`config.mk`:
```
export PLATFORM = sky130hd
export DESIGN_NAME = obhd_decoder
export DESIGN_NICKNAME = d
export VERILOG_FILES = /design/src/logic/obhd_pkg.sv /design/src/logic/obhd_flash_wake.sv /design/src/logic/obhd_decoder.sv
export VERILOG_INCLUDE_DIRS = /design/src /design/src/logic
export SDC_FILE = /design/constraint.sdc
export NUM_CORES = 1
export LEC_CHECK = 0
export ABC_AREA = 1
export BUFFER_PORTS_ARGS = -buffer_cell sky130_fd_sc_hd__buf_2
export CAP_MARGIN = 10
export CORE_MARGIN = 2
export CORE_UTILIZATION = 47
export DETAILED_ROUTE_END_ITERATION = 10
export PLACE_DENSITY = 0.81
export SETUP_SLACK_MARGIN = 0.02
export SLEW_MARGIN = 10
export SYNTH_ARGS = -nofsm -noshare
export SYNTH_HDL_FRONTEND = slang
export SYNTH_SLANG_ARGS = --single-unit
```
`constraint.sdc`:
```
create_clock -name i_clock -period 3.9 [get_ports i_clock]
set_input_delay 0.195 -clock i_clock [delete_from_list [all_inputs] [get_ports i_clock]]
set_output_delay 0.195 -clock i_clock [all_outputs]
set_load 0.02 [all_outputs]
```
`src/logic/obhd_map.svh`:
```
// Word indices, field positions and codes of the boot header decoder.
// Assumes word-wide access to the one-time store, one word per index.
`ifndef OBHD_MAP_SVH
`define OBHD_MAP_SVH

// ------------------------------------------------------------
// Store geometry
// ------------------------------------------------------------
`define OBHD_DEPTH_WORDS   14'h2000
`define OBHD_VECTOR_BASE   13'h0000
`define OBHD_VECTOR_WORDS  14'h0020
`define OBHD_SCRIPT_WORDS  14'h003C
`define OBHD_HDR_WORDS     14'h0010
`define OBHD_HDR_BASE      13'h1FF0

// ------------------------------------------------------------
// Header word offsets, reserved words 11..15 are never read
// ------------------------------------------------------------
`define OBHD_W_FLAG1       4'h0
`define OBHD_W_FLAG2       4'h1
`define OBHD_W_BOOTCFG     4'h2
`define OBHD_W_PINMAP      4'h3
`define OBHD_W_PKG         4'h4
`define OBHD_W_ADDR_LO     4'h5
`define OBHD_W_ADDR_HI     4'h6
`define OBHD_W_COPYLEN     4'h7
`define OBHD_W_POS         4'h8
`define OBHD_W_TEST        4'h9
`define OBHD_W_STAMP       4'hA
`define OBHD_READ_WORDS    4'hB

// ------------------------------------------------------------
// Codes
// ------------------------------------------------------------
`define OBHD_FLAG1_VALID   32'h1234_A5A5
`define OBHD_FLAG2_VALID   32'hA5A5_1234
`define OBHD_BOOT_SPI      8'hAA
`define OBHD_BOOT_NORMAL   8'hFF
`define OBHD_UNPROG_BYTE   8'hFF
`define OBHD_WAKE_DEFAULT  8'hAB
`define OBHD_UART_L3       8'h01
`define OBHD_UART_L5       8'h02
`define OBHD_PKG_WL_L5     8'hFF
`define OBHD_PKG_WL_NO_L5  8'h66
`define OBHD_PKG_QFN       8'hAA
`define OBHD_ERASED_WORD   28'hFFF_FFFF
`define OBHD_CS_PULSE      4'h4

`endif

```
`src/logic/obhd_pkg.sv`:
```
// Types shared by the boot header decoder and its flash wake sequencer.
// Assumes the map header supplies all numeric constants.
package obhd_pkg;

  typedef enum logic [1:0] {
    OBHD_UART_TWO_WIRE,
    OBHD_UART_ONE_WIRE_L3,
    OBHD_UART_ONE_WIRE_L5
  } obhd_uart_t;

  typedef enum logic [1:0] {
    OBHD_PKG_WAFER_L5,
    OBHD_PKG_WAFER_NO_L5,
    OBHD_PKG_QUAD_FLAT,
    OBHD_PKG_OTHER
  } obhd_pkg_t;

  typedef enum {
    OBHD_ST_IDLE,
    OBHD_ST_REQ,
    OBHD_ST_WAIT,
    OBHD_ST_WAKE,
    OBHD_ST_DONE
  } obhd_state_t;

  typedef enum {
    OBHD_WK_IDLE,
    OBHD_WK_SHIFT,
    OBHD_WK_CS,
    OBHD_WK_END
  } obhd_wake_t;

endpackage : obhd_pkg

```
`src/logic/obhd_flash_wake.sv`:
```
// Flash wake sequencer: one opcode byte over a serial port, or a select pulse.
// Assumes an active-low reset, applied asynchronously and released in step with the clock by the parent.
`timescale 1ns/1ns
`include "obhd_map.svh"

module obhd_flash_wake
  import obhd_pkg::*;
(
  // Clock and reset
  input  wire logic       i_clock,
  input  wire logic       i_rst_n,
  // Control
  input  wire logic       i_start,
  input  wire logic       i_use_cs,
  input  wire logic [7:0] i_opcode,
  input  wire logic [7:0] i_div,
  output logic            o_done,
  // Serial lines
  output logic            o_sclk,
  output logic            o_cs_n,
  output logic            o_mosi
);

  obhd_wake_t st_reg, st_next;
  logic [7:0] div_reg, div_next;
  logic [7:0] sh_reg, sh_next;
  logic [3:0] cnt_reg, cnt_next;
  logic       sclk_reg, sclk_next;
  logic       cs_n_reg, cs_n_next;
  logic       tick;

  // ------------------------------------------------------------
  // Rate divider, one half serial period per tick
  // ------------------------------------------------------------
  assign tick = (div_reg == 8'h00);

  always_comb begin
    st_next   = st_reg;
    div_next  = tick ? i_div : div_reg - 8'h01;
    sh_next   = sh_reg;
    cnt_next  = cnt_reg;
    sclk_next = sclk_reg;
    cs_n_next = cs_n_reg;
    case (st_reg)
      OBHD_WK_IDLE: begin
        if (i_start) begin
          div_next  = i_div;
          sh_next   = i_opcode;
          cnt_next  = 4'h0;
          cs_n_next = 1'b0;
          // RL22 select toggle wake
          st_next   = i_use_cs ? OBHD_WK_CS : OBHD_WK_SHIFT;
        end
      end
      OBHD_WK_SHIFT: begin
        // RL21 opcode shifted MSB first
        if (tick) begin
          sclk_next = ~sclk_reg;
          if (sclk_reg) begin
            sh_next  = {sh_reg[6:0], 1'b0};
            cnt_next = cnt_reg + 4'h1;
            if (cnt_reg == 4'h7) begin
              st_next = OBHD_WK_END;
            end
          end
        end
      end
      OBHD_WK_CS: begin
        if (tick) begin
          cnt_next = cnt_reg + 4'h1;
          if (cnt_reg == `OBHD_CS_PULSE) begin
            st_next = OBHD_WK_END;
          end
        end
      end
      OBHD_WK_END: begin
        if (tick) begin
          cs_n_next = 1'b1;
          st_next   = OBHD_WK_IDLE;
        end
      end
      default: st_next = OBHD_WK_IDLE;
    endcase
  end

  always_ff @(posedge i_clock or negedge i_rst_n) begin
    if (!i_rst_n) begin
      st_reg   <= OBHD_WK_IDLE;
      div_reg  <= 8'h00;
      sh_reg   <= 8'h00;
      cnt_reg  <= 4'h0;
      sclk_reg <= 1'b0;
      cs_n_reg <= 1'b1;
    end else begin
      st_reg   <= st_next;
      div_reg  <= div_next;
      sh_reg   <= sh_next;
      cnt_reg  <= cnt_next;
      sclk_reg <= sclk_next;
      cs_n_reg <= cs_n_next;
    end
  end

  assign o_sclk = sclk_reg;
  assign o_cs_n = cs_n_reg;
  assign o_mosi = sh_reg[7];
  assign o_done = (st_reg == OBHD_WK_END) && tick;

endmodule : obhd_flash_wake

```
`src/logic/obhd_decoder.sv`:
```
// Boot header decoder: reads the header words of the one-time store and decodes them.
// Assumes a same-clock word read port answering with one valid pulse per request.
// How it works
// RL1: Store is 8K words of 32 bits, read one word per address.
// RL2: Vector list fills the first 32 words from address zero, part of image.
// RL3: Configuration script region holds up to 60 words.
// RL4: Header region spans exactly 16 words at the top of the store.
// RL5: First present flag valid only when it equals 1234A5A5.
// RL6: Second present flag valid only when it equals A5A51234.
// RL7: Normal mode needs both flags valid, else development mode.
// RL8: Boot byte AA means serial port boot, FF means normal sequence.
// RL9: Wake opcode from bits 15..8, serial divisor from bits 23..16.
// RL10: Top byte picks boot UART pins; unknown values give two-wire.
// RL11: Pin map word gives four signals, port upper nibble, pin lower.
// RL12: Package word: package code low byte, device code next, rest reserved.
// RL13: Two words hold the 64-bit radio address as a byte string.
// RL14: Copy length word counts 32-bit words.
// RL15: Position word packs X, Y, wafer and batch bytes.
// RL16: Test word holds site, station identity low and high, reserved top.
// RL17: Time stamp word holds four stamp bytes, byte zero lowest.
// RL18: Five reserved header words are never read nor used.
// RL19: Unprogrammed package word reads as all ones; the code flags it when bits 27..0 are all ones, whatever the top nibble.
// RL20: Serial boot selected: apply pin map, probe no other interface.
// RL21: Wake flash with configured opcode, AB when unprogrammed.
// RL22: Flash may instead be woken by toggling chip select.
// RL23: Unknown boot byte falls back to the normal sequence.
`timescale 1ns/1ns
`include "obhd_map.svh"

module obhd_decoder
  import obhd_pkg::*;
(
  // Clock and reset
  input  wire logic        i_clock,
  input  wire logic        i_rst_n,
  // Store read port
  output logic             o_otp_rd,
  output logic [12:0]      o_otp_addr,
  input  wire logic        i_otp_valid,
  input  wire logic [31:0] i_otp_data,
  // Control
  input  wire logic        i_wake_use_cs,
  output logic             o_done,
  // Boot decisions
  output logic             o_normal_mode,
  output logic             o_dev_mode,
  output logic             o_spi_boot,
  output logic             o_probe_others,
  output obhd_uart_t       o_uart_sel,
  output logic [7:0]       o_wake_opcode,
  output logic [7:0]       o_spi_div,
  output logic [3:0]       o_clk_port,
  output logic [3:0]       o_clk_pin,
  output logic [3:0]       o_sel_port,
  output logic [3:0]       o_sel_pin,
  output logic [3:0]       o_dout_port,
  output logic [3:0]       o_dout_pin,
  output logic [3:0]       o_boot_data_in_pin_port,
  output logic [3:0]       o_boot_data_in_pin,
  // Identity and trace
  output obhd_pkg_t        o_pkg_type,
  output logic [7:0]       o_device_code,
  output logic             o_pkg_unprog,
  output logic [63:0]      o_radio_addr,
  output logic [31:0]      o_copy_len,
  output logic             o_copy_len_ok,
  output logic [7:0]       o_die_x,
  output logic [7:0]       o_die_y,
  output logic [7:0]       o_wafer,
  output logic [7:0]       o_production_batch,
  output logic [7:0]       o_test_site,
  output logic [15:0]      o_test_station_ident,
  output logic [31:0]      o_stamp,
  // Flash wake lines
  output logic             o_spi_sclk,
  output logic             o_spi_cs_n,
  output logic             o_spi_mosi
);

  // ------------------------------------------------------------
  // Reset release
  // ------------------------------------------------------------
  logic rst_a_reg;
  logic rst_n;

  always_ff @(posedge i_clock or negedge i_rst_n) begin
    if (!i_rst_n) begin
      rst_a_reg <= 1'b0;
      rst_n     <= 1'b0;
    end else begin
      rst_a_reg <= 1'b1;
      rst_n     <= rst_a_reg;
    end
  end

  // ------------------------------------------------------------
  // Helpers
  // ------------------------------------------------------------
  function automatic logic [3:0] hi_nib(input logic [7:0] b);
    hi_nib = b[7:4];
  endfunction : hi_nib

  function automatic logic [3:0] lo_nib(input logic [7:0] b);
    lo_nib = b[3:0];
  endfunction : lo_nib

  // ------------------------------------------------------------
  // Header fetch
  // ------------------------------------------------------------
  obhd_state_t st_reg, st_next;
  logic [3:0]  idx_reg, idx_next;
  logic [31:0] hdr_reg [0:10];
  logic        wake_start;
  logic        wake_done;

  always_comb begin
    st_next    = st_reg;
    idx_next   = idx_reg;
    wake_start = 1'b0;
    case (st_reg)
      OBHD_ST_IDLE: st_next = OBHD_ST_REQ;
      OBHD_ST_REQ:  st_next = OBHD_ST_WAIT;
      OBHD_ST_WAIT: begin
        if (i_otp_valid) begin
          idx_next = idx_reg + 4'h1;
          // RL18 stop before reserved words
          if (idx_reg == `OBHD_READ_WORDS - 4'h1) begin
            // RL20 wake only on serial boot
            wake_start = o_spi_boot;
            st_next    = o_spi_boot ? OBHD_ST_WAKE : OBHD_ST_DONE;
          end else begin
            st_next = OBHD_ST_REQ;
          end
        end
      end
      OBHD_ST_WAKE: begin
        if (wake_done) begin
          st_next = OBHD_ST_DONE;
        end
      end
      OBHD_ST_DONE: st_next = OBHD_ST_DONE;
      default:      st_next = OBHD_ST_IDLE;
    endcase
  end

  always_ff @(posedge i_clock or negedge rst_n) begin
    if (!rst_n) begin
      st_reg  <= OBHD_ST_IDLE;
      idx_reg <= 4'h0;
    end else begin
      st_reg  <= st_next;
      idx_reg <= idx_next;
    end
  end

  // Header words keep no reset: decisions latch them only on the last word, but o_spi_div and the early o_spi_boot read them before they are fetched
  always_ff @(posedge i_clock) begin
    if (st_reg == OBHD_ST_WAIT && i_otp_valid) begin
      hdr_reg[idx_reg] <= i_otp_data;
    end
  end

  // RL1 word addressing
  // RL4 header at the top
  assign o_otp_rd   = (st_reg == OBHD_ST_REQ);
  assign o_otp_addr = `OBHD_HDR_BASE + {9'h000, idx_reg};
  assign o_done     = (st_reg == OBHD_ST_DONE);

  // ------------------------------------------------------------
  // Decode
  // ------------------------------------------------------------
  logic [7:0] boot_byte;
  logic [7:0] uart_byte;
  logic [7:0] pkg_byte;
  logic [7:0] op_byte;
  logic [31:0] pmap;
  logic       flags_ok;
  logic       copy_ok;

  assign boot_byte = hdr_reg[`OBHD_W_BOOTCFG][7:0];
  assign uart_byte = hdr_reg[`OBHD_W_BOOTCFG][31:24];
  assign op_byte   = hdr_reg[`OBHD_W_BOOTCFG][15:8];
  assign pkg_byte  = hdr_reg[`OBHD_W_PKG][7:0];
  assign pmap      = hdr_reg[`OBHD_W_PINMAP];

  // RL5 first flag
  // RL6 second flag
  // RL7 both flags needed
  assign flags_ok = (hdr_reg[`OBHD_W_FLAG1] == `OBHD_FLAG1_VALID) &&
                    (hdr_reg[`OBHD_W_FLAG2] == `OBHD_FLAG2_VALID);

  // RL2 image covers vectors
  // RL3 script room kept free
  assign copy_ok = ({14'h0000, hdr_reg[`OBHD_W_COPYLEN][17:0]} >= {18'h0, `OBHD_VECTOR_WORDS})
                && (hdr_reg[`OBHD_W_COPYLEN][31:18] == 14'h0000)
                && (hdr_reg[`OBHD_W_COPYLEN][17:0] <=
                    {4'h0, `OBHD_DEPTH_WORDS - `OBHD_HDR_WORDS - `OBHD_SCRIPT_WORDS});

  logic       normal_reg, spi_reg, pkg_unprog_reg, copy_ok_reg;
  logic [7:0] wake_op_reg;
  obhd_uart_t uart_reg;
  obhd_pkg_t  pkg_reg;

  // Decisions latch on the last header word so they stay put during wake
  always_ff @(posedge i_clock or negedge rst_n) begin
    if (!rst_n) begin
      normal_reg     <= 1'b0;
      spi_reg        <= 1'b0;
      uart_reg       <= OBHD_UART_TWO_WIRE;
      wake_op_reg    <= `OBHD_WAKE_DEFAULT;
      pkg_reg        <= OBHD_PKG_OTHER;
      pkg_unprog_reg <= 1'b0;
      copy_ok_reg    <= 1'b0;
    end else if (st_reg == OBHD_ST_WAIT && i_otp_valid &&
                 idx_reg == `OBHD_READ_WORDS - 4'h1) begin
      normal_reg     <= flags_ok;
      // RL8 serial boot code
      // RL23 unknown means normal
      spi_reg        <= (boot_byte == `OBHD_BOOT_SPI);
      // RL10 boot UART pins
      case (uart_byte)
        `OBHD_UART_L3: uart_reg <= OBHD_UART_ONE_WIRE_L3;
        `OBHD_UART_L5: uart_reg <= OBHD_UART_ONE_WIRE_L5;
        default:       uart_reg <= OBHD_UART_TWO_WIRE;
      endcase
      // RL21 default wake opcode
      wake_op_reg    <= (op_byte == `OBHD_UNPROG_BYTE) ? `OBHD_WAKE_DEFAULT : op_byte;
      // RL12 package code
      case (pkg_byte)
        `OBHD_PKG_WL_L5:    pkg_reg <= OBHD_PKG_WAFER_L5;
        `OBHD_PKG_WL_NO_L5: pkg_reg <= OBHD_PKG_WAFER_NO_L5;
        `OBHD_PKG_QFN:      pkg_reg <= OBHD_PKG_QUAD_FLAT;
        default:            pkg_reg <= OBHD_PKG_OTHER;
      endcase
      // RL19 erased package word
      pkg_unprog_reg <= (hdr_reg[`OBHD_W_PKG][27:0] == `OBHD_ERASED_WORD);
      copy_ok_reg    <= copy_ok;
    end
  end

  // Early decode so the fetch state machine sees serial boot on the last word
  assign o_spi_boot = (st_reg == OBHD_ST_WAIT) ? (boot_byte == `OBHD_BOOT_SPI) : spi_reg;

  assign o_normal_mode  = normal_reg;
  assign o_dev_mode     = o_done && !normal_reg;
  // RL20 no other probing
  assign o_probe_others = o_done && !spi_reg;
  assign o_uart_sel     = uart_reg;
  assign o_wake_opcode  = wake_op_reg;
  // RL9 divisor field
  assign o_spi_div      = hdr_reg[`OBHD_W_BOOTCFG][23:16];

  // RL11 pin map nibbles
  assign o_clk_port              = hi_nib(pmap[7:0]);
  assign o_clk_pin               = lo_nib(pmap[7:0]);
  assign o_sel_port              = hi_nib(pmap[15:8]);
  assign o_sel_pin               = lo_nib(pmap[15:8]);
  assign o_dout_port             = hi_nib(pmap[23:16]);
  assign o_dout_pin              = lo_nib(pmap[23:16]);
  assign o_boot_data_in_pin_port = hi_nib(pmap[31:24]);
  assign o_boot_data_in_pin      = lo_nib(pmap[31:24]);

  assign o_pkg_type    = pkg_reg;
  assign o_device_code = hdr_reg[`OBHD_W_PKG][15:8];
  assign o_pkg_unprog  = pkg_unprog_reg;
  // RL13 byte string, byte zero lowest
  assign o_radio_addr  = {hdr_reg[`OBHD_W_ADDR_HI], hdr_reg[`OBHD_W_ADDR_LO]};
  // RL14 length in words
  assign o_copy_len    = hdr_reg[`OBHD_W_COPYLEN];
  assign o_copy_len_ok = copy_ok_reg;
  // RL15 position fields
  assign o_die_x            = hdr_reg[`OBHD_W_POS][7:0];
  assign o_die_y            = hdr_reg[`OBHD_W_POS][15:8];
  assign o_wafer            = hdr_reg[`OBHD_W_POS][23:16];
  assign o_production_batch = hdr_reg[`OBHD_W_POS][31:24];
  // RL16 test station fields
  assign o_test_site          = hdr_reg[`OBHD_W_TEST][7:0];
  assign o_test_station_ident = hdr_reg[`OBHD_W_TEST][23:8];
  // RL17 time stamp bytes
  assign o_stamp = hdr_reg[`OBHD_W_STAMP];

  // ------------------------------------------------------------
  // Flash wake
  // ------------------------------------------------------------
  obhd_flash_wake u_wake (
    .i_clock  (i_clock),
    .i_rst_n  (rst_n),
    .i_start  (wake_start),
    .i_use_cs (i_wake_use_cs),
    .i_opcode ((op_byte == `OBHD_UNPROG_BYTE) ? `OBHD_WAKE_DEFAULT : op_byte),
    .i_div    (hdr_reg[`OBHD_W_BOOTCFG][23:16]),
    .o_done   (wake_done),
    .o_sclk   (o_spi_sclk),
    .o_cs_n   (o_spi_cs_n),
    .o_mosi   (o_spi_mosi)
  );
endmodule : obhd_decoder

```
==> results.toml, run 1 <==
[placed_design]
dp_slack_ns = 1.48
dp_hpwl_um = 20600
placed_cell_area_sq_um = 15600
port_buffers = 294
gp_congestion = 0.865

[worst_setup_path]
rrSetupSlack_ns = 1.49
critPathKind = "reg -> reg"
worstReg2RegStart = "st_reg[0]"
crit_fanout = 45
crit_start = "st_reg[0]"
crit_required_ns = 4.30
critPathArrivalTime_ns = 2.81
cp-endpoint = "o_uart_sel[1]"
endpoint_kind = "flop"
worst_setup_path_start_kind = "flop"
ff2ff_path_depth = 8
rr_endpoint = "o_uart_sel[1]"

[power]
p_seq_frac = 0.538
powerDensity_nw_per_um2 = 496
netSwitchingFraction = 0.188
p_int_mw = 6.86
power_switching_mw = 1.59
leakagePower_nw = 6.67
combPwrFrac = 0.011
ir_drop_v = 0.000406
pwr-share-clk = 0.452

[floorplan]
die_y_um = 175
die_x_um = 175
core_sq_um = 28700
rows = 62
dieArea_sq_um = 30500
io_pins = 304
start_util = 0.477

[global_routing]
grt_pass1_vias = 7910
grt_use_total = 0.206
grt_start_max_net_pins = 48
overflow = 0
grt_pass1_wl_um = 46700
antenna_found_initial = 0

[cells_and_area]
finalNetCount = 1206
multi_input_comb_area_sq_um = 1850
drive_gt1_frac = 0.341
syn2layout_area_growth_pct = 24.3
nFillCells = 2196
register_area_sq_um = 11400
largest_reg_flops = 340
fin_area_sq_um = 17000
num_antenna_cells = 0

[synthesis]
ys.warnings.count = 0
syn_area_sq_um = 13700
synthAdderAreaFrac = 0.0110
seq_area_frac_synth = 0.837
synth_top_family_by_area = "simple AND/OR/NAND/NOR gates"
synth-seq-cells = 389
synth-simple-area-share = 0.0972
synth_xor_xnor_area_share = 0.00512
synthDominantCellAreaShare = 0.746
synth_cell_types = 35
muxShareOfSynthArea = 0
netlist_top_cells_area = "edfxtp_1, dfrtp_1, nand2_1"
synth_area_leader_cell = "edfxtp_1"
synth_compound_area_frac = 0.0150
synth.avg_cell_area_sq_um = 16.6
synthCells = 825

[timing]
slew_headroom = 0.229
finalHoldViolCount = 0
timing.final.ws_setup_ns = 1.49
finalClockSkew_ns = 0.0262
setup_tns_ns = 0
finalMaxSlewViolations = 0
fmax_mhz = 415
final.min_clock_period_ns = 2.41
setup_viol = 0
rsz0062_at_grt = "false"
period_share = 0.617
timing.hold.ws_ns = 0.0136
tightest_slew_ns = 1.15

[route]
vias = 7887
viasPerCell = 5.02
antenna_left = 0
route.detailed.drc = 0
wirelength_um = 31500
drtIter0Drc = 763
wire_per_inst_um = 20.1
first_pass_iters = 5

[clock_tree]
cts_buffer_depth = 3
path_clk_slew_ns = 0.06
tritoncts = "yes"
clkLatencyLatePin_ns = 0.53
cts_sinks = 389
cts_buffers = 40
cts_resized = 0
root_buffer = "clkbuf_16"
cts_htree_levels = 2

[worst_hold_path]
min_path_type = "in -> reg"

[run_status]
status = "finished clean"

[run]
maxCapViolations = 0
power by group through the flow:
stage | Combinational (mW) | Clock (mW) | Sequential [mW]
final | 0.0904 | 3.81 | 4.54
after global routing | 0.0995 | 4.05 | 4.54
after detailed placement | 0.0854 | 0 | 4.62
after global placement | 0.0836 | 0 | 4.62
after CTS | 0.0924 | 3.89 | 4.54
after floorplan | 0.0156 | 0 | 4.62
cell type report:
cell class,count,share of cell area
Sequential cell,389,0.673
Multi-Input combinational cell,348,0.109
Timing Repair Buffer,314,0.0967
Clock buffer,52,0.0664
Tap cell,384,0.0283
Inverter,65,0.0143
Clock inverter,20,0.0124
timing repair:
item | 4_1_cts | 5_1_grt
hold buffers | 9 | 0
setup buffers | 0 | 0
hold endpoints to repair | 59 | 0
setup endpoints to repair | 0 | 0
layer usage:
layer  track usage  routed length (um)  vias up
met5             0                   0        -
met4        0.0493                 442        0
met3        0.0633                2760       37
met2         0.339               15400      348
met1         0.272               12900     3903
li1              -                   -     3599
worst min-delay path by stage:
stage / startpoint / to / slack, ns / cells after the start
finish: i_otp_data[1] / hdr_reg[0][1] / 0.01 / 1
global route: i_otp_data[5] / hdr_reg[1][5] / 0.01 / 1
CTS: i_otp_data[4] / hdr_reg[0][4] / 0.005 / 1
detailed placement: i_rst_n / rst_a_reg / -0.02 / 1
global placement: i_rst_n / rst_a_reg / -0.02 / 1
floorplan: i_rst_n / rst_a_reg / -0.10 / 0
critical path, stage by stage (launching register included):
cell and delay [ns]:
dfrtp_1 0.40, inv_2 0.07, nand2_1 0.08, nor2_4 0.17, nand2_4 0.18, nor2_8 0.76, inv_2 0.38, nand2_1 0.17
nand2_1 0.07
kinds of logic (layout without fill, tap and decap cells):
group                    after synthesis  in the layout
flip-flops                           389            389
AND/OR/NAND/NOR                      281            281
buffers and inverters                 97            451
AO/OA/AOI/OAI                         37             37
adder cells (fa/ha/maj)               12             12
XOR/XNOR                               8              8
other                                  1             10
stage by stage:
stage	power [mW]	std cells	util
after floorplan	4.64	834	-
after global placement	4.71	1491	0.543
after detailed placement	4.71	1491	0.543
after CTS	8.52	1572	0.592
after global routing	8.68	1572	0.592
final	8.44	1572	0.592
cell usage in the layout (no fill, tap or decap), types with 8 or more instances in the layout:
| master | n |
|---|---|
| dfrtp_1 | 40 |
| o21ai_0 | 12 |
| clkbuf_16 | 42 |
| dfstp_2 | 8 |
| nor2_1 | 56 |
| inv_1 | 58 |
| nor3_1 | 10 |
| nand3_1 | 27 |
| o21ai_1 | 17 |
| nor3_2 | 8 |
| buf_2 | 294 |
| dlygate4sd3_1 | 9 |
| edfxtp_1 | 340 |
| buf_4 | 11 |
| ha_1 | 12 |
| nand4_1 | 31 |
| nand2_1 | 122 |
| conb_1 | 10 |
synthesized netlist by cell type, drive strengths merged:
master    n
o21bai    2
nor2     60
or2       2
xor2      7
inv      65
nand4    31
dfstp     8
edfxtp  340
nor4      3
o21ai    29
a21oi     4
clkbuf    2
xnor2     1
ha       12
nand2   130
nor3     18
buf      30
o21a      1
nand3    30
a31oi     1
dfrtp    41
nand3b    7
conb      1
(Power assumes the default switching activity.)
==> run 2, diff against run 1 <==
Clock period 3.9 ns to 2.51 ns, I/O delays scaled along.
==> results.toml, run 2 (synthesis gave the netlist of run 1 again) <==
[run_status]
status = "finished clean"

[floorplan]
io_pins = 304
core_sq_um = 28700
die_y_um = 175
dieArea_sq_um = 30500
die_x_um = 175
start_util = 0.477
rows = 62

[clock_tree]
cts_buffers = 40
cts_sinks = 389
clkLatencyLatePin_ns = 0.53
root_buffer = "clkbuf_16"
cts_htree_levels = 2
cts_buffer_depth = 3
path_clk_slew_ns = 0.06
tritoncts = "yes"

[timing]
finalMaxSlewViolations = 0
final.min_clock_period_ns = 2.19
finalHoldViolCount = 0
slew_headroom = 0.306
tightest_slew_ns = 1.04
fmax_mhz = 456
timing.final.ws_setup_ns = 0.317
rsz0062_at_grt = "false"
finalClockSkew_ns = 0.0111
setup_viol = 0
period_share = 0.874

[worst_hold_path]
min_path_cells = 1
min_path_type = "in -> reg"
worst_hold_path.endpoint = "hdr_reg[6][7]"
hp-start = "i_otp_data[7]"

[route]
antenna_left = 0
viasPerCell = 5.05
wire_per_inst_um = 20.1
first_pass_iters = 5
route.detailed.drc = 0
vias = 8096
wirelength_um = 32200
drtIter0Drc = 847

[global_routing]
antenna_found_initial = 0
overflow = 0
grt_pass1_wl_um = 48200
grt_start_max_net_pins = 47
grt_pass1_vias = 8118
grt_use_total = 0.211

[power]
netSwitchingFraction = 0.193
pwr-share-clk = 0.439
power_switching_mw = 2.48
p_int_mw = 10.4
ir_drop_v = 0.000713
p_total_mw = 12.9
leakagePower_nw = 6.85
powerDensity_nw_per_um2 = 744
p_seq_frac = 0.547
combPwrFrac = 0.014

[worst_setup_path]
critPathKind = "reg -> reg"
crit_slowest_cell = "ha_1"
cpPeakStageDelay_ns = 0.51
worst_setup_path_start_kind = "flop"
path_delay_family = "simple AND/OR/NAND/NOR gates"
worstReg2RegStart = "u_wake.st_reg[1]"
path_cells = "inv_1 -> ha_1 -> inv_1 -> nor2_1 -> inv_1 -> nand2_1 -> nor2_1 -> nand2_2 -> nand2_1 -> o21ai_1"
ff2ff_path_depth = 10
crit_required_ns = 2.94
critPathArrivalTime_ns = 2.63
crit_path_frequent_cell = "inv_1"
critPathBufInv = 3
rr_endpoint = "u_wake.cnt_reg[3]"
crit_fanout = 16
endpoint_kind = "flop"
rrSetupSlack_ns = 0.32

[cells_and_area]
syn2layout_area_growth_pct = 26.5
finalNetCount = 1237
final_cell_mix = "edfxtp_1, buf_2, nand2_1, inv_1, nor2_1"
largest_reg_flops = 340
drive_gt1_frac = 0.335
num_antenna_cells = 0
final_common_cell = "edfxtp_1"

[placed_design]
gp_congestion = 0.881
dp_slack_ns = 0.373
dp_hpwl_um = 21100
port_buffers = 294

[run]
maxCapViolations = 0
-- run 2: final cells by class --
cell class / count / area (sq um)
inverters: 65 / 244
clock buffers: 53 / 1100
flip-flops and latches: 389 / 11400
repair buffers: 345 / 1980
fillers: 2171 / 11400
multi-input cells: 348 / 1900
clock inverters: 19 / 165
well taps: 384 / 480
-- run 2: repair_timing --
item	CTS	global route
hold buffers	34	0
setup endpoints to repair	0	0
endpoints found under the hold margin	331	0
resized for setup	0	0
setup buffers	0	0
-- run 2: power by group through the flow --
stage                     combinational [mW]  sequential (mW)  clock (mW)
final                                  0.176             7.05        5.66
after global routing                   0.192             7.05        6.01
after CTS                              0.178             7.05        5.77
after detailed placement               0.138             7.18           0
after global placement                 0.134             7.18           0
after floorplan                       0.0243             7.18           0
-- run 2: worst max path at each step --
stage	startpoint	to	slack [ns]	cells after the start
final	u_wake.st_reg[1]	u_wake.cnt_reg[3]	0.32	10
after global routing	u_wake.st_reg[1]	u_wake.cnt_reg[3]	0.06	10
after global placement	u_wake.st_reg[1]	u_wake.cnt_reg[3]	0.52	10
after detailed placement	u_wake.st_reg[1]	u_wake.cnt_reg[3]	0.37	10
after CTS	u_wake.st_reg[1]	u_wake.cnt_reg[3]	0.35	10
after floorplan	st_reg[0]	hdr_reg[0][0]	-0.24	6
-- run 2: per-layer routing --
metal  global-route usage  vias to the layer above  part of all wire
li1                     -                     3665                 -
met1                0.283                     4025              0.41
met2                0.346                      357              0.48
met3               0.0542                       49             0.091
met4               0.0587                        0             0.021
met5                    0                        -                 0
-- run 2: metrics by stage --
step	hold WS [ns]	cell area [sq um]	cells	utilization	setup TNS [ns]
after floorplan	-0.170	13800	834	-	-49.45
after global placement	-0.0885	15700	1497	0.547	0
after detailed placement	-0.0847	15700	1497	0.547	0
after CTS	0.00327	17300	1603	0.603	0
after global routing	0.0100	17300	1603	0.603	0
final	0.00509	17300	1603	0.603	0
==> run 3, diff against run 2 <==
--- a/config.mk
+++ b/config.mk
@@ -10,3 +10,4 @@
 export BUFFER_PORTS_ARGS = -buffer_cell sky130_fd_sc_hd__buf_2
-export CAP_MARGIN = 10
+export CAP_MARGIN = 20
+export CORE_ASPECT_RATIO = 0.8
 export CORE_MARGIN = 2
==> constraint.sdc (replaced) <==
create_clock -name i_clock -period 2.51 [get_ports i_clock]
set_input_delay 0.502 -clock i_clock [delete_from_list [all_inputs] [get_ports i_clock]]
set_output_delay 0.502 -clock i_clock [all_outputs]
set_load 0.02 [all_outputs]
==> results.toml, run 3 (synthesis gave the netlist of run 1 again) <==
[cells_and_area]
drive_gt1_frac = 0.347
num_antenna_cells = 0
final_common_cell = "edfxtp_1"
layout.cells.non_filler = 1559
finalNetCount = 1208
final_cell_mix = "edfxtp_1, buf_2, nand2_1, inv_1, nor2_1"
syn2layout_area_growth_pct = 24.1
utilization = 0.596
multi_input_comb_area_sq_um = 1900
register_area_sq_um = 11400
nFillCells = 2142
largest_reg_flops = 340

[route]
vias = 8049
wire_per_inst_um = 21.3
wirelength_um = 33100
drtIter0Drc = 718
viasPerCell = 5.16
route.detailed.drc = 0
first_pass_iters = 5
antenna_left = 0

[worst_hold_path]
min_path_type = "reg -> async"

[global_routing]
grt_start_max_net_pins = 33
busiest_layer = "met2"
use_met2 = 0.340
grt_pass1_wl_um = 48400
grt_use_total = 0.218
overflow = 0
use_met1 = 0.288
grt_pass1_vias = 8010
antenna_found_initial = 0
use_met3 = 0.0690

[worst_setup_path]
crit_start = "hdr_reg[2][6]"
critPathKind = "reg -> out"
crit_fanout = 5
crit_cells = 6
critPathBufInv = 2
endpoint_kind = "output pin"
worstReg2RegStart = "st_reg[0]"
crit_required_ns = 2.01
crit_slowest_cell = "edfxtp_1"
worst_setup_path_start_kind = "flop"
ff2ff_path_depth = 10
critPathArrivalTime_ns = 1.78
path_cells = "inv_1 -> nand2_1 -> nor2_1 -> nand3_2 -> nand2_4 -> buf_2"
path_delay_family = "simple AND/OR/NAND/NOR gates"
cpPeakStageDelay_ns = 0.37

[power]
ir_drop_v = 0.000590
powerDensity_nw_per_um2 = 761
leakagePower_nw = 6.74

[clock_tree]
tritoncts = "yes"
cts_resized = 0
cts_buffer_depth = 3
cts_buffers = 39
clkLatencyLatePin_ns = 0.53
path_clk_slew_ns = 0.06
root_buffer = "clkbuf_16"
cts_sinks = 389
cts_htree_levels = 2

[floorplan]
die_y_um = 157
dieArea_sq_um = 30500
core_sq_um = 28500
rows = 55
die_x_um = 195
io_pins = 304
start_util = 0.480

[timing]
tightest_slew_ns = 0.564
fmax_mhz = 437
setup_viol = 0
final.min_clock_period_ns = 2.29
period_share = 0.911
finalMaxSlewViolations = 0
finalClockSkew_ns = 0.0235
slew_headroom = 0.620
finalHoldViolCount = 0
setup_tns_ns = 0
rsz0062_at_grt = "false"

[placed_design]
dp.cells = 1488
dp_hpwl_um = 22900
port_buffers = 294
gp_congestion = 0.855

[run]
maxCapViolations = 0

[run_status]
status = "finished clean"
==> run 3: layout make-up <==
cell class | count | area share
clock inverters | 16 | 0.0105
flip-flops and latches | 389 | 0.674
clock buffers | 54 | 0.0645
inverters | 65 | 0.0144
repair buffers | 317 | 0.0977
well taps | 370 | 0.0273
multi-input cells | 348 | 0.112
==> run 3: repair_timing <==
action,CTS,global route
hold buffers,1,0
buffers inserted,0,0
endpoints found under the hold margin,2,0
==> run 3: worst paths after layout <==
check | to | slack [ns]
setup / recovery | o_spi_boot | 0.22
setup reg to reg | u_wake.cnt_reg[0] | 0.47
hold / removal | o_wake_opcode[2] | 0.15
hold reg to reg | o_wake_opcode[2] | 0.15
max in group asynchronous | o_pkg_type[1] | 1.74
min in group i_clock | hdr_reg[0][30] | 0.28
==> run 3: stage by stage <==
step | setup slack, ns | instance area, sq um | hold slack [ns] | total power, mW
finish | 0.223 | 17000 | 0.146 | 12.9
CTS | 0.192 | 17000 | 0.158 | 13.1
global placement | 0.589 | 15700 | 0.142 | 7.33
floorplan | -0.245 | 13800 | 0.206 | 7.21
global route | 0.109 | 17000 | 0.166 | 13.3
detailed placement | 0.481 | 15700 | 0.154 | 7.33
==> run 3: report_power, final <==
group	internal [mW]	total, mW	switching, mW
registers	7.04	7.04	0.00403
logic	0.0240	0.151	0.127
clock network	3.46	5.74	2.28
total	10.5	12.9	2.42
==> run 3: per-layer routing <==
| metal | vias up | wire [um] |
|---|---|---|
| met5 | - | 0 |
| li1 | 3606 | - |
| met3 | 79 | 3460 |
| met4 | 0 | 1170 |
| met2 | 406 | 15000 |
| met1 | 3958 | 13500 |
